### config.mk
export PLATFORM = sky130hd
export DESIGN_NAME = pks_panel
export DESIGN_NICKNAME = d
export VERILOG_FILES = /design/src/rtl/pks_pkg.sv /design/src/rtl/pks_panel.sv
export SDC_FILE = /design/constraint.sdc
export NUM_CORES = 1
export LEC_CHECK = 0
export BUFFER_PORTS_ARGS = -buffer_cell sky130_fd_sc_hd__buf_2
export CORE_ASPECT_RATIO = 1.1
export CORE_MARGIN = 5
export CORE_UTILIZATION = 50
export CTS_CLUSTER_SIZE = 8
export DETAILED_ROUTE_END_ITERATION = 8
export PLACE_DENSITY = 0.68
export SLEW_MARGIN = 40
export SYNTH_ARGS = -nofsm -noshare
export SYNTH_HDL_FRONTEND = slang
export SYNTH_SLANG_ARGS = --single-unit
### constraint.sdc
create_clock -name ref_clk -period 12 [get_ports ref_clk]
set_clock_uncertainty 0.05 [all_clocks]
set_input_delay 3.6 -clock ref_clk [delete_from_list [all_inputs] [get_ports ref_clk]]
set_output_delay 3.6 -clock ref_clk [all_outputs]
set_load 0.1 [all_outputs]
### src/rtl/pks_pkg.sv
// Purpose: shared constants and types for the front panel key and status logic
// Assumes: 100 MHz ref_clk
// Notes: state codes are indices into the display driver, not segment patterns
`default_nettype none
package pks_pkg;
   localparam int CLK_MHZ = 100;
   localparam int DEBOUNCE_US = 10000; // key settle time
   localparam int HOLD_MS = 1000; // alarm clear hold time
   localparam int BLINK_MS = 500; // alarm blink half period
   localparam int DEBOUNCE_CYC = DEBOUNCE_US * CLK_MHZ;
   localparam int HOLD_CYC = HOLD_MS * 1000 * CLK_MHZ;
   localparam int BLINK_CYC = BLINK_MS * 1000 * CLK_MHZ;
   localparam int NUM_FUNCS = 4; // display functions in the cycle
   localparam int NUM_DIGITS = 5; // editable digits
   localparam logic [15:0] VALUE_RST = 16'h0000;
   localparam logic [15:0] VALUE_STEP = 16'h0001;
   // state display codes
   typedef enum logic [2:0] {
      PKS_ST_READY, PKS_ST_RUN, PKS_ST_FWD_OT, PKS_ST_REV_OT,
      PKS_ST_NOT_READY, PKS_ST_ALARM
   } pks_state_code_t;
endpackage
`default_nettype wire

### src/rtl/pks_panel.sv
// Purpose: key decoding, value editing and status display for the drive panel
// Assumes: keys and status inputs are asynchronous pins, active high
// Notes: one always_comb and one always_ff over a single state struct
`timescale 1ns/1ps
`default_nettype none
module pks_panel #(
   parameter int DEBOUNCE_CYCLES = pks_pkg::DEBOUNCE_CYC,
   parameter int HOLD_CYCLES = pks_pkg::HOLD_CYC,
   parameter int BLINK_CYCLES = pks_pkg::BLINK_CYC
) (
   input wire logic ref_clk,
   input wire logic srst,
   input wire logic key_mode,
   input wire logic key_up,
   input wire logic key_down,
   input wire logic key_data,
   input wire logic alarm_active,
   input wire logic [7:0] alarm_number,
   input wire logic control_power_ok,
   input wire logic main_circuit_ok,
   input wire logic encoder_ok,
   input wire logic drive_enabled,
   input wire logic forward_overtravel_input,
   input wire logic reverse_overtravel_input,
   input wire logic position_mode,
   input wire logic speed_match_flag,
   input wire logic in_position_flag,
   output logic [2:0] state_code,
   output logic [7:0] alarm_digits,
   output logic alarm_blank,
   output logic alarm_clear,
   output logic [1:0] func_sel,
   output logic editing,
   output logic [15:0] value,
   output logic [2:0] edit_digit,
   output logic seg_control_power,
   output logic seg_ready,
   output logic seg_enable,
   output logic seg_match
);
   localparam int NK = 4; // keys: 0 mode, 1 up, 2 down, 3 data
   localparam int NS = 10; // status pins and alarm state
   localparam int DW = $clog2(DEBOUNCE_CYCLES + 1);
   localparam int HW = $clog2(HOLD_CYCLES + 1);
   localparam int BW = $clog2(BLINK_CYCLES + 1);

   typedef struct packed {
      logic [NK-1:0] k1, k2, kdb;
      logic [NK-1:0][DW-1:0] kcnt;
      logic [NS-1:0] s1, s2;
      logic [HW-1:0] hold;
      logic clr_done;
      logic [BW-1:0] blink_cnt;
      logic blink;
      logic [1:0] func;
      logic edit;
      logic [15:0] val;
      logic [2:0] digit;
      logic [2:0] code;
      logic [7:0] alm1, alm;
      logic blank, clr, seg_cp, seg_rdy, seg_en, seg_m;
   } pks_st_t;

   pks_st_t st, next_st;

   // one unit in the nibble of the edited digit; the fifth digit wraps to 0
   function automatic logic [15:0] pks_digit_step(input logic [2:0] d);
      pks_digit_step = pks_pkg::VALUE_STEP << {d[1:0], 2'h0};
   endfunction

   logic [NK-1:0] press;
   logic [NS-1:0] spin, ss;
   pks_pkg::pks_state_code_t c;

   assign spin = {alarm_active, in_position_flag, speed_match_flag,
                  position_mode,
                  reverse_overtravel_input, forward_overtravel_input,
                  drive_enabled, encoder_ok, main_circuit_ok, control_power_ok};

   // next state: sync, debounce, key actions, status decode
   always_comb begin
      next_st = st;
      press = '0;
      next_st.k1 = {key_data, key_down, key_up, key_mode};
      next_st.k2 = st.k1;
      next_st.s1 = spin;
      next_st.s2 = st.s1;
      ss = st.s2;
      for (int i = 0; i < NK; i++) begin
         if (st.k2[i] == st.kdb[i]) begin
            next_st.kcnt[i] = '0;
         end else if (st.kcnt[i] == DW'(DEBOUNCE_CYCLES - 1)) begin
            next_st.kcnt[i] = '0;
            next_st.kdb[i] = st.k2[i];
            press[i] = st.k2[i];
         end else begin
            next_st.kcnt[i] = st.kcnt[i] + DW'(1);
         end
      end
      // both up and down held: qualify, then clear once
      next_st.clr = 1'b0;
      if (st.kdb[1] && st.kdb[2]) begin
         if (st.hold == HW'(HOLD_CYCLES - 1)) begin
            if (!st.clr_done) begin
               next_st.clr = 1'b1;
            end
            next_st.clr_done = 1'b1;
         end else begin
            next_st.hold = st.hold + HW'(1);
         end
      end else begin
         next_st.hold = '0;
         next_st.clr_done = 1'b0;
      end
      // key actions; arrow steps suppressed while the other arrow key is held
      if (press[0]) begin
         if (st.edit) begin
            next_st.edit = 1'b0;
         end else if (st.func == 2'(pks_pkg::NUM_FUNCS - 1)) begin
            next_st.func = '0;
         end else begin
            next_st.func = st.func + 2'h1;
         end
      end else if (press[1] && !press[2] && !st.kdb[2] && st.edit) begin
         next_st.val = st.val + pks_digit_step(st.digit);
      end else if (press[2] && !press[1] && !st.kdb[1] && st.edit) begin
         next_st.val = st.val - pks_digit_step(st.digit);
      end else if (press[3]) begin
         if (!st.edit) begin
            next_st.edit = 1'b1;
            next_st.digit = '0;
         end else if (st.digit == 3'(pks_pkg::NUM_DIGITS - 1)) begin
            next_st.digit = '0;
         end else begin
            next_st.digit = st.digit + 3'h1;
         end
      end
      // blink timer for the alarm number
      if (st.blink_cnt == BW'(BLINK_CYCLES - 1)) begin
         next_st.blink_cnt = '0;
         next_st.blink = !st.blink;
      end else begin
         next_st.blink_cnt = st.blink_cnt + BW'(1);
      end
      // state code by priority
      if (ss[9]) begin
         c = pks_pkg::PKS_ST_ALARM;
      end else if (!(ss[1] && ss[2])) begin
         c = pks_pkg::PKS_ST_NOT_READY;
      end else if (ss[4]) begin
         c = pks_pkg::PKS_ST_FWD_OT;
      end else if (ss[5]) begin
         c = pks_pkg::PKS_ST_REV_OT;
      end else if (ss[3]) begin
         c = pks_pkg::PKS_ST_RUN;
      end else begin
         c = pks_pkg::PKS_ST_READY;
      end
      next_st.code = c;
      next_st.alm1 = alarm_number;
      next_st.alm = st.alm1;
      next_st.blank = ss[9] && st.blink;
      next_st.seg_cp = ss[0];
      next_st.seg_rdy = ss[0] && ss[1] && ss[2] && !ss[9];
      next_st.seg_en = ss[3];
      next_st.seg_m = ss[6] ? ss[8] : ss[7];
      if (srst) begin
         next_st = '0;
         next_st.val = pks_pkg::VALUE_RST;
      end
   end

   // state register
   always_ff @(posedge ref_clk) begin
      st <= next_st;
   end

   assign state_code = st.code;
   assign alarm_digits = st.alm;
   assign alarm_blank = st.blank;
   assign alarm_clear = st.clr;
   assign func_sel = st.func;
   assign editing = st.edit;
   assign value = st.val;
   assign edit_digit = st.digit;
   assign seg_control_power = st.seg_cp;
   assign seg_ready = st.seg_rdy;
   assign seg_enable = st.seg_en;
   assign seg_match = st.seg_m;

   // alarm overrides every other code
   alarm_code_a: assert property (@(posedge ref_clk)
      disable iff (srst)
      st.s2[9] |=> state_code == 3'(pks_pkg::PKS_ST_ALARM))
      else $error("alarm code not shown");
   // clear pulse only after both keys debounced-held
   clear_hold_a: assert property (@(posedge ref_clk)
      disable iff (srst)
      alarm_clear |-> $past(st.kdb[1]) && $past(st.kdb[2]))
      else $error("clear without both keys held");
   clear_pulse_a: assert property (@(posedge ref_clk)
      disable iff (srst)
      alarm_clear |=> !alarm_clear)
      else $error("clear longer than one cycle");
   func_step_a: assert property (@(posedge ref_clk) disable iff (srst)
      press[0] && !editing |=> func_sel == $past(func_sel) + 2'h1)
      else $error("mode press did not advance");
   up_step_a: assert property (@(posedge ref_clk) disable iff (srst)
      press[1] && !press[0] && !press[2] && !st.kdb[2] && editing
      |=> value == $past(value) + pks_digit_step($past(edit_digit)))
      else $error("increment wrong");
   down_step_a: assert property (@(posedge ref_clk) disable iff (srst)
      press[2] && !press[0] && !press[1] && !st.kdb[1] && editing
      |=> value == $past(value) - pks_digit_step($past(edit_digit)))
      else $error("decrement wrong");
   enable_seg_a: assert property (@(posedge ref_clk)
      disable iff (srst)
      $rose(drive_enabled) |-> ##[3:4] seg_enable)
      else $error("enable segment late");
   power_seg_a: assert property (@(posedge ref_clk) disable iff (srst)
      $fell(control_power_ok) |-> ##[3:4] !seg_control_power)
      else $error("power segment stuck");
   fwd_ot_a: assert property (@(posedge ref_clk) disable iff (srst)
      !st.s2[9] && st.s2[2:1] == 2'h3 && st.s2[4]
      |=> state_code == 3'(pks_pkg::PKS_ST_FWD_OT))
      else $error("forward overtravel code missing");
endmodule // pks_panel
`default_nettype wire

==> results of run 1 <==
-- area by class of cell --
type | count | area [sq um] | area share, %
Multi-Input combinational cell | 813 | 4960 | 46.2
Sequential cell | 214 | 4280 | 39.9
Clock buffer | 31 | 764 | 7.12
Timing Repair Buffer | 63 | 320 | 2.98
Tap cell | 247 | 309 | 2.88
Inverter | 19 | 71.3 | 0.664
Clock inverter | 1 | 30.0 | 0.280
-- routing by layer --
metal	global-route usage, %	vias up
met5	0	-
met4	5.61	0
met3	3.16	47
met2	28.6	118
met1	21.7	3446
li1	-	3821
-- worst paths after layout --
check             startpoint           to  slack [ps]  cells past startpoint
setup / recovery    value[5]     value[5]        6790                      1
hold / removal        st[74]  alarm_clear         380                      1
setup reg to reg     st[172]    value[14]        7470                     13
hold reg to reg       st[74]  alarm_clear         380                      1
-- registers in the layout (all words and copies together) (netlist names) --
signal / cells
st: 165
value: 16
ss: 10
alarm_digits: 8
edit_digit: 3
state_code: 3
func_sel: 2
alarm_blank: 1
alarm_clear: 1
editing: 1
seg_control_power: 1
seg_enable: 1
seg_match: 1
seg_ready: 1
-- placed cells by master (no fill, tap or decap), drive strengths merged, types with 5 or more instances in the layout --
cell type,count
or4,5
and3,28
nor4b,10
nand4,30
o21ai,23
a21oi,33
inv,19
ha,19
dfxtp,214
nor2b,55
nor3,24
xor2,83
or3,23
buf,63
xnor2,40
nand3,60
nor4bb,5
nor4,10
a31oi,5
and4,8
nor2,180
nand2b,9
clkbuf,31
and2,8
mux2i,8
nand2,82
-- through the flow --
stage | hold WS, ps | power [mW] | util (%) | instances | worst slack, ps
after CTS | 382 | 1.51 | 56.4 | 1388 | 6780
after detailed placement | 373 | 0.774 | 52.2 | 1356 | 6820
final | 377 | 1.48 | 56.4 | 1388 | 6790
after global placement | 361 | 0.774 | 52.2 | 1356 | 6520
after global routing | 400 | 1.54 | 56.4 | 1388 | 6710
after floorplan | 349 | 0.767 | - | 1109 | 7180
-- power by group through the flow --
stage	Combinational, mW	Clock [mW]	Sequential, mW
6_report	0.0353	0.725	0.724
5_1_grt	0.0384	0.781	0.724
4_1_cts	0.0360	0.746	0.724
3_5_place_dp	0.0359	0	0.738
3_3_place_gp	0.0356	0	0.738
2_1_floorplan	0.0272	0	0.739
-- kinds of logic (layout without fill, tap and decap cells) --
| family | count (synthesis) | after routing |
|---|---|---|
| AOI/OAI and AO/OA | 103 | 103 |
| xor gates and xnor gates | 123 | 123 |
| adders and majority gates | 19 | 19 |
| buffers and inverters | 82 | 114 |
| DFF | 214 | 214 |
| muxes | 11 | 11 |
| and+or+nand+nor | 557 | 557 |
==> results_dict.tcl, run 1 <==
set metrics [dict create \
    yosysTopAreaCell "dfxtp_1" \
    sequentialPowerShare_pct 48.8 \
    wl_per_cell_microns 13.6 \
    grt_pass1_vias 6923 \
    crit_chain "buf_2" \
    synthCells 1109 \
    postPlaceCellArea_sq_um 9940 \
    worst_pin_slew_ps 683 \
    initial_utilization_pct 50.8 \
    setup_viol 0 \
    antenna_cells 0 \
    io_buffer_count 62 \
    combPwrFrac_pct 2.4 \
    dr_wl_met3_microns 744 \
    synth_common_cells "dfxtp_1 (214), nor2_1 (180), xor2_1 (83), nand2_1 (82), nand3_1 (60)" \
    yosys_warnings 0 \
    fill_cells 1718 \
    slew_violations 0 \
    rsz0062_at_grt "no" \
    cts_tree "yes" \
    synth_top_family_by_area "simple AND/OR/NAND/NOR gates" \
    nets 1184 \
    synth_seq_cells 214 \
    cp_max_fo 11 \
    synth_edf_count 0 \
    worst_ep_arrival_time_ps 1560 \
    synth.top_cells.by_area "dfxtp_1 (44%), xor2_1 (7.5%), nor2_1 (7.0%)" \
    swShare_pct 20.9 \
    yosysMostFrequentCell "dfxtp_1" \
    path_buf_inv 1 \
    min_path_type "flop to flop" \
    antenna_found_initial 0 \
    end_kind "output port" \
    post_cts_resized 0 \
    die_h_microns 156 \
    clk_path_buf_depth 3 \
    relSlewSlack_pct 54.4 \
    syn_nets 1152 \
    place_congestion 0.820 \
    worstSkewPairLatency_ps 540 \
    grt_pass1_wl_microns 32100 \
    cts_buffers 30 \
    wl_microns 18900 \
    crit_path_start_kind "flop" \
    via_per_inst 5.35 \
    worstSetupPathType "flop to output port" \
    vias 7432 \
    crit_required_ps 8350 \
    ctsHoldBuffers 0 \
    intPower_mw 1.17 \
    h-tree-depth 1 \
    die_area_sq_um 22200 \
    post-cts-setup-buffers 0 \
    drt-initial-drc-count 310 \
    critPathTopFamily "flip-flops" \
    area_growth_pct 11.2 \
    yosysUniqueCellTypes 66 \
    hold_viol_final 0 \
    synthSimpleGateAreaFrac_pct 29.4 \
    io-pin-count 63 \
    synth-adder-area-share_pct 2.46 \
    syn-cell-area_sq_um 9660 \
    p_sw_mw 0.311 \
    synth_flop_cell "dfxtp_1" \
    cts.reportedPaths.clkPinSlew_ps 50 \
    vdd_ir_drop_max_uv 161 \
    die_x_microns 143 \
    ys_async_sr_fraction_pct 0 \
    p_per_area_nw_per_um2 138 \
    clock-sinks 214 \
    dr_wl_met2_microns 9010 \
    muxShareOfSynthArea_pct 1.18 \
    fin_crit_sh_pct 43.4 \
    drv_cap 0 \
    power_leakage_nw 3.92 \
    postLayoutCellArea_sq_um 10700 \
    layout-drive-gt1-share_pct 9.90 \
    status "completed" \
    slowest_stage "dfxtp_1" \
    synth_seq_area_share_pct 44.4 \
    fmax_mhz 192 \
    synth_xor_area_share_pct 11.2 \
    wirelength_met1_microns 8620 \
    dp_hpwl_microns 13200 \
    overflow 0 \
    finalSetupTns_ps 0 \
    netlist.area_leader.share_pct 44.4 \
    grt_usage_pct 16.9 \
    clockPowerShare_pct 48.8 \
    max_stage_delay_ps 520 \
    top_layer_used "met4" \
    root_buffer "clkbuf_16" \
    fp-row-count 53 \
    synth.avg_cell_area_sq_um 8.71 \
    drtPass1Iterations 4 \
    synth_compound_area_share_pct 6.99 \
    core_sq_um 19000 \
    postRouteAntennaNets 0 \
    drc_errors 0 \
    fin_crit_ps 5210 \
    grt_start_max_net_pins 48 \
]
(Power assumes the default switching activity.)
==> run 2: changes to the inputs <==
Clock period 12 ns to 4.9 ns, I/O delays scaled along.
==> run 2 against run 1 <==
  * Hold slack improved by 3.5 ps
  * Final area is essentially flat
  * Flip-flop and latch count did not move
  * Via count rose by 0.22%
==> results_dict.tcl, run 2 (synthesis gave the netlist of run 1 again) <==
set metrics [dict create \
    largest_reg_flops 165 \
    crit_required_ps 5300 \
    drv_cap 0 \
    io_buffer_count 62 \
    critPathTopFamily "simple AND/OR/NAND/NOR gates" \
    antenna_cells 0 \
    dr_wl_met2_microns 9060 \
    post_cts_resized 0 \
    end_kind "flop" \
    rrSetupSlack_ps 470 \
    slew_violations 0 \
    wirelength_met1_microns 8580 \
    worst_pin_slew_ps 774 \
    wl_microns 18900 \
    fp-row-count 53 \
    final_cell_mix "dfxtp_1 (214), nor2_1 (180), xor2_1 (83)" \
    crit_path_frequent_cell "or4_1" \
    slowest_stage "or4_1" \
    top_layer_used "met4" \
    worstSkewPairLatency_ps 520 \
    crit_path_start_kind "flop" \
    wl_per_cell_microns 13.6 \
    die_h_microns 156 \
    postPlaceCellArea_sq_um 9950 \
    power_leakage_nw 3.92 \
    drt-initial-drc-count 354 \
    grt_pass1_vias 7272 \
    nets 1186 \
    root_buffer "clkbuf_16" \
    drc_errors 0 \
    vias 7448 \
    layout-drive-gt1-share_pct 9.79 \
    grt_pass1_wl_microns 33200 \
    largest_register "st" \
    antenna_found_initial 0 \
    cts.reportedPaths.clkPinSlew_ps 50 \
    rsz0062_at_grt "no" \
    vdd_ir_drop_max_uv 292 \
    post-cts-setup-buffers 0 \
    area_growth_pct 11.1 \
    setup_viol 0 \
    fin_crit_ps 4430 \
    die_x_microns 143 \
    postRouteAntennaNets 0 \
    final_common_cell "dfxtp_1" \
    finalSetupTns_ps 0 \
    p_per_area_nw_per_um2 337 \
    max_stage_delay_ps 570 \
    clock-sinks 214 \
    postLayoutCellArea_sq_um 10700 \
    grt_usage_pct 17.3 \
    cts_buffers 30 \
    worstSetupPathType "flop to flop" \
    fmax_mhz 226 \
    path_buf_inv 0 \
    io-pin-count 63 \
    die_area_sq_um 22200 \
    cts_tree "yes" \
    drtPass1Iterations 5 \
    relSlewSlack_pct 47.9 \
    dp_hpwl_microns 13100 \
    min_path_type "flop to flop" \
    clk_path_buf_depth 3 \
    ctsHoldBuffers 0 \
    hold_viol_final 0 \
    grt_start_max_net_pins 61 \
    core_sq_um 19000 \
    h-tree-depth 1 \
    cp_max_fo 9 \
    crit_chain "or4_1 -> nor4_2 -> o2111ai_2 -> nand2_1 -> o21ai_0 -> ha_1 -> a31oi_1 -> a311o_1 -> a222oi_1 -> nor3_1 -> or4_1 -> a21oi_1" \
    place_congestion 0.861 \
    via_per_inst 5.35 \
    status "completed" \
    initial_utilization_pct 50.8 \
    dr_wl_met3_microns 841 \
    overflow 0 \
    fin_crit_sh_pct 90.4 \
    worst_ep_arrival_time_ps 4830 \
]
-- run 2: cell count changes in the layout (fill, tap and decap cells not counted), sizes merged --
| cell | change |
|---|---|
| clkbuf | +2 |
| buf | +2 |
| clkinv | -1 |
-- run 2: metal layers --
layer	vias to the layer above	global-route usage (%)
li1	3830	-
met4	0	4.93
met2	127	29.9
met3	42	3.16
met5	-	0
met1	3449	22.2
-- run 2: worst paths after layout --
kind                            startpoint  endpoint  cells past startpoint
worst min register to register     st[113]     ss[1]                      1
worst max register to register     st[148]  value[9]                     12
worst max-delay path               st[148]  value[9]                     12
worst min-delay path               st[113]     ss[1]                      1
-- run 2: worst reg2reg max path, delay by kind of cell (launching register included) --
kind                     cells  cell delay (ps)
flip-flops                   1              340
AO/OA/AOI/OAI                6             1720
adder cells (fa/ha/maj)      1              400
AND/OR/NAND/NOR              5             1850
-- run 2: metrics by stage --
stage	worst slack, ps	std cells	power [mW]	hold slack, ps	util [%]
after detailed placement	489	1358	1.90	373	52.3
after global routing	107	1391	3.77	394	56.4
after global placement	562	1358	1.90	366	52.3
after floorplan	765	1109	1.88	349	-
after CTS	474	1391	3.68	384	56.4
final	469	1391	3.62	380	56.4
-- run 2: power breakdown --
group          total [mW]  leakage [nW]  switching [mW]  internal (mW)
Combinational      0.0875          1.80          0.0621         0.0253
Sequential           1.77          1.73         0.00774           1.77
Clock                1.76         0.384           0.662           1.10
Total                3.62          3.92           0.732           2.89
-- run 2: layout make-up --
type	count	area (sq um)
fill	1725	8300
multi-input combinational	813	4950
sequential	214	4280
clock buffer	33	783
timing repair buffer	65	335
tap	247	309
inverter	19	71.3
==> run 3: changes to the inputs <==
Settings changed: BUFFER_PORTS_ARGS -buffer_cell sky130_fd_sc_hd__buf_2 to default, CELL_PAD_IN_SITES_DETAIL_PLACEMENT from default to 1, CELL_PAD_IN_SITES_GLOBAL_PLACEMENT from default to 2, CORE_UTILIZATION 50 to 39, DONT_BUFFER_PORTS from default to 1, PLACE_DENSITY 0.68 to default, PLACE_DENSITY_LB_ADDON from default to 0.1.
==> run 3 against run 2 <==
  * Die area is 26% higher
  * Critical path depth stayed put
  * Non-clock buffer count is 49 lower
  * Flip-flop and latch count stayed put
  * Clock-buffer cell count is 2 higher
  * Total power is 1.2% higher
  * Final area is 0.61% lower
==> results_dict.tcl, run 3 (synthesis gave the netlist of run 1 again) <==
set metrics [dict create \
    hold_path.startpoint "st[74]" \
    drt-initial-drc-count 249 \
    root_buffer "clkbuf_16" \
    clock-sinks 214 \
    antenna_found_initial 0 \
    fin_crit_sh_pct 92.1 \
    p_per_area_nw_per_um2 343 \
    grt_pass1_vias 7573 \
    crit_path_start_kind "flop" \
    die_x_microns 160 \
    power_leakage_nw 3.71 \
    vdd_ir_drop_max_uv 254 \
    relSlewSlack_pct 51.7 \
    worst_pin_slew_ps 724 \
    nets 1138 \
    p_sw_mw 0.757 \
    overflow 0 \
    sequentialPowerShare_pct 49.3 \
    pre_cts_slack_ps 375 \
    io-pin-count 63 \
    slew_violations 0 \
    antenna_cells 0 \
    reg2reg_depth 12 \
    fin_crit_ps 4520 \
    clockPowerShare_pct 49.8 \
    worstSkewPairLatency_ps 540 \
    combPwrFrac_pct 0.9 \
    initial_utilization_pct 39.5 \
    worstReg2RegStart "st[148]" \
    postRouteAntennaNets 0 \
    final_cell_mix "dfxtp_1 (189), nor2_1 (180), xor2_1 (83)" \
    dp_hpwl_microns 15500 \
    hold_viol_final 0 \
    drtPass1Iterations 4 \
    core_sq_um 24500 \
    die_h_microns 175 \
    crit_path_frequent_cell "or4_1" \
    cts_buffers 31 \
    drc_errors 0 \
    rsz0062_at_grt "no" \
    worstSetupPathType "flop to flop" \
    whs_path_depth 1 \
    fmax_mhz 221 \
    rrSetupSlack_ps 380 \
    post_cts_resized 0 \
    swShare_pct 20.7 \
    min_path_type "flop to flop" \
    worst_ep_arrival_time_ps 4940 \
    io_buffer_count 0 \
    clk_path_buf_depth 3 \
    post-cts-setup-buffers 0 \
    slowest_stage "or4_1" \
    final_common_cell "dfxtp_1" \
    end_kind "flop" \
    grt_usage_pct 15.7 \
    vias 7333 \
    fp-row-count 60 \
    wl_microns 21800 \
    setup_ws_ps 385 \
    ctsHoldBuffers 0 \
    finalPower_mw 3.66 \
    place_congestion 0.753 \
    finalSetupTns_ps 0 \
    intPower_mw 2.90 \
    area_growth_pct 10.4 \
    max_stage_delay_ps 580 \
    worstSetupStartpoint "st[148]" \
    grt_pass1_wl_microns 37600 \
    hold-path-endpoint "alarm_clear" \
    h-tree-depth 1 \
    die_area_sq_um 28000 \
    drv_cap 0 \
    cts_tree "yes" \
    grt_start_max_net_pins 91 \
    r2r_end "value[9]" \
    status "completed" \
    largest_reg_flops 165 \
    stdcell_count 1409 \
    setup_viol 0 \
    layout-drive-gt1-share_pct 8.37 \
    via_per_inst 5.20 \
    largest_register "st" \
    cts.reportedPaths.clkPinSlew_ps 50 \
    crit_required_ps 5320 \
    wl_per_cell_microns 15.5 \
    fill_cells 2871 \
    cp_max_fo 9 \
    crit_chain "or4_1 -> nor4_2 -> o2111ai_2 -> nand2_1 -> o21ai_0 -> ha_1 -> a31oi_1 -> a311o_1 -> a222oi_1 -> nor3_1 -> or4_1 -> a21oi_1" \
    dp_cells 1372 \
]
## run 3: changes by cell type in the layout (fill, tap and decap cells not counted), moves of 12 or more
cell / change
dfxtp_2: +25
buf_4: +12
buf_2: -61
dfxtp_1: -25
## run 3: critical path: cells and delay by family, from the launching register on
kind / cells / cell delay [ps]
compound gates: 6 / 1750
fa+ha+maj: 1 / 410
flops: 1 / 340
simple gates: 5 / 1890
## run 3: layout make-up
class / count / area (sq um) / area share [%]
clock inverter: 2 / 16.3 / 0.153
multi-input combinational: 813 / 4950 / 46.4
sequential: 214 / 4320 / 40.5
clock buffer: 35 / 801 / 7.51
inverter: 19 / 71.3 / 0.669
timing repair buffer: 16 / 120 / 1.13
tap: 310 / 388 / 3.64
## run 3: worst max path at each step
stage,cells past startpoint,endpoint
6_report,12,value[9]
3_3_place_gp,13,value[14]
2_1_floorplan,13,value[14]
4_1_cts,12,value[9]
3_5_place_dp,13,value[14]
5_1_grt,12,value[9]
## run 3: power by group through the flow
stage	Combinational [mW]	Sequential (mW)	Clock (mW)
floorplan	0.0667	1.81	0
global placement	0.0342	1.84	0
detailed placement	0.0350	1.84	0
CTS	0.0351	1.80	1.90
global route	0.0394	1.80	1.98
finish	0.0336	1.81	1.82
## run 3: per-layer routing
metal / GRT usage, % / wire (microns) / vias to the layer above
li1: - / - / 3730
met1: 19.4 / 9790 / 3498
met2: 28.0 / 10700 / 80
met3: 3.44 / 1050 / 25
met4: 3.41 / 287 / 0
met5: 0 / 0 / -
## run 3: per-stage QoR
stage	cell area (sq um)	hold WS, ps	utilization, %
detailed placement	9850	360	40.2
floorplan	9660	349	-
global placement	9810	361	40.1
global route	10700	380	43.6
finish	10700	366	43.6
CTS	10700	367	43.6
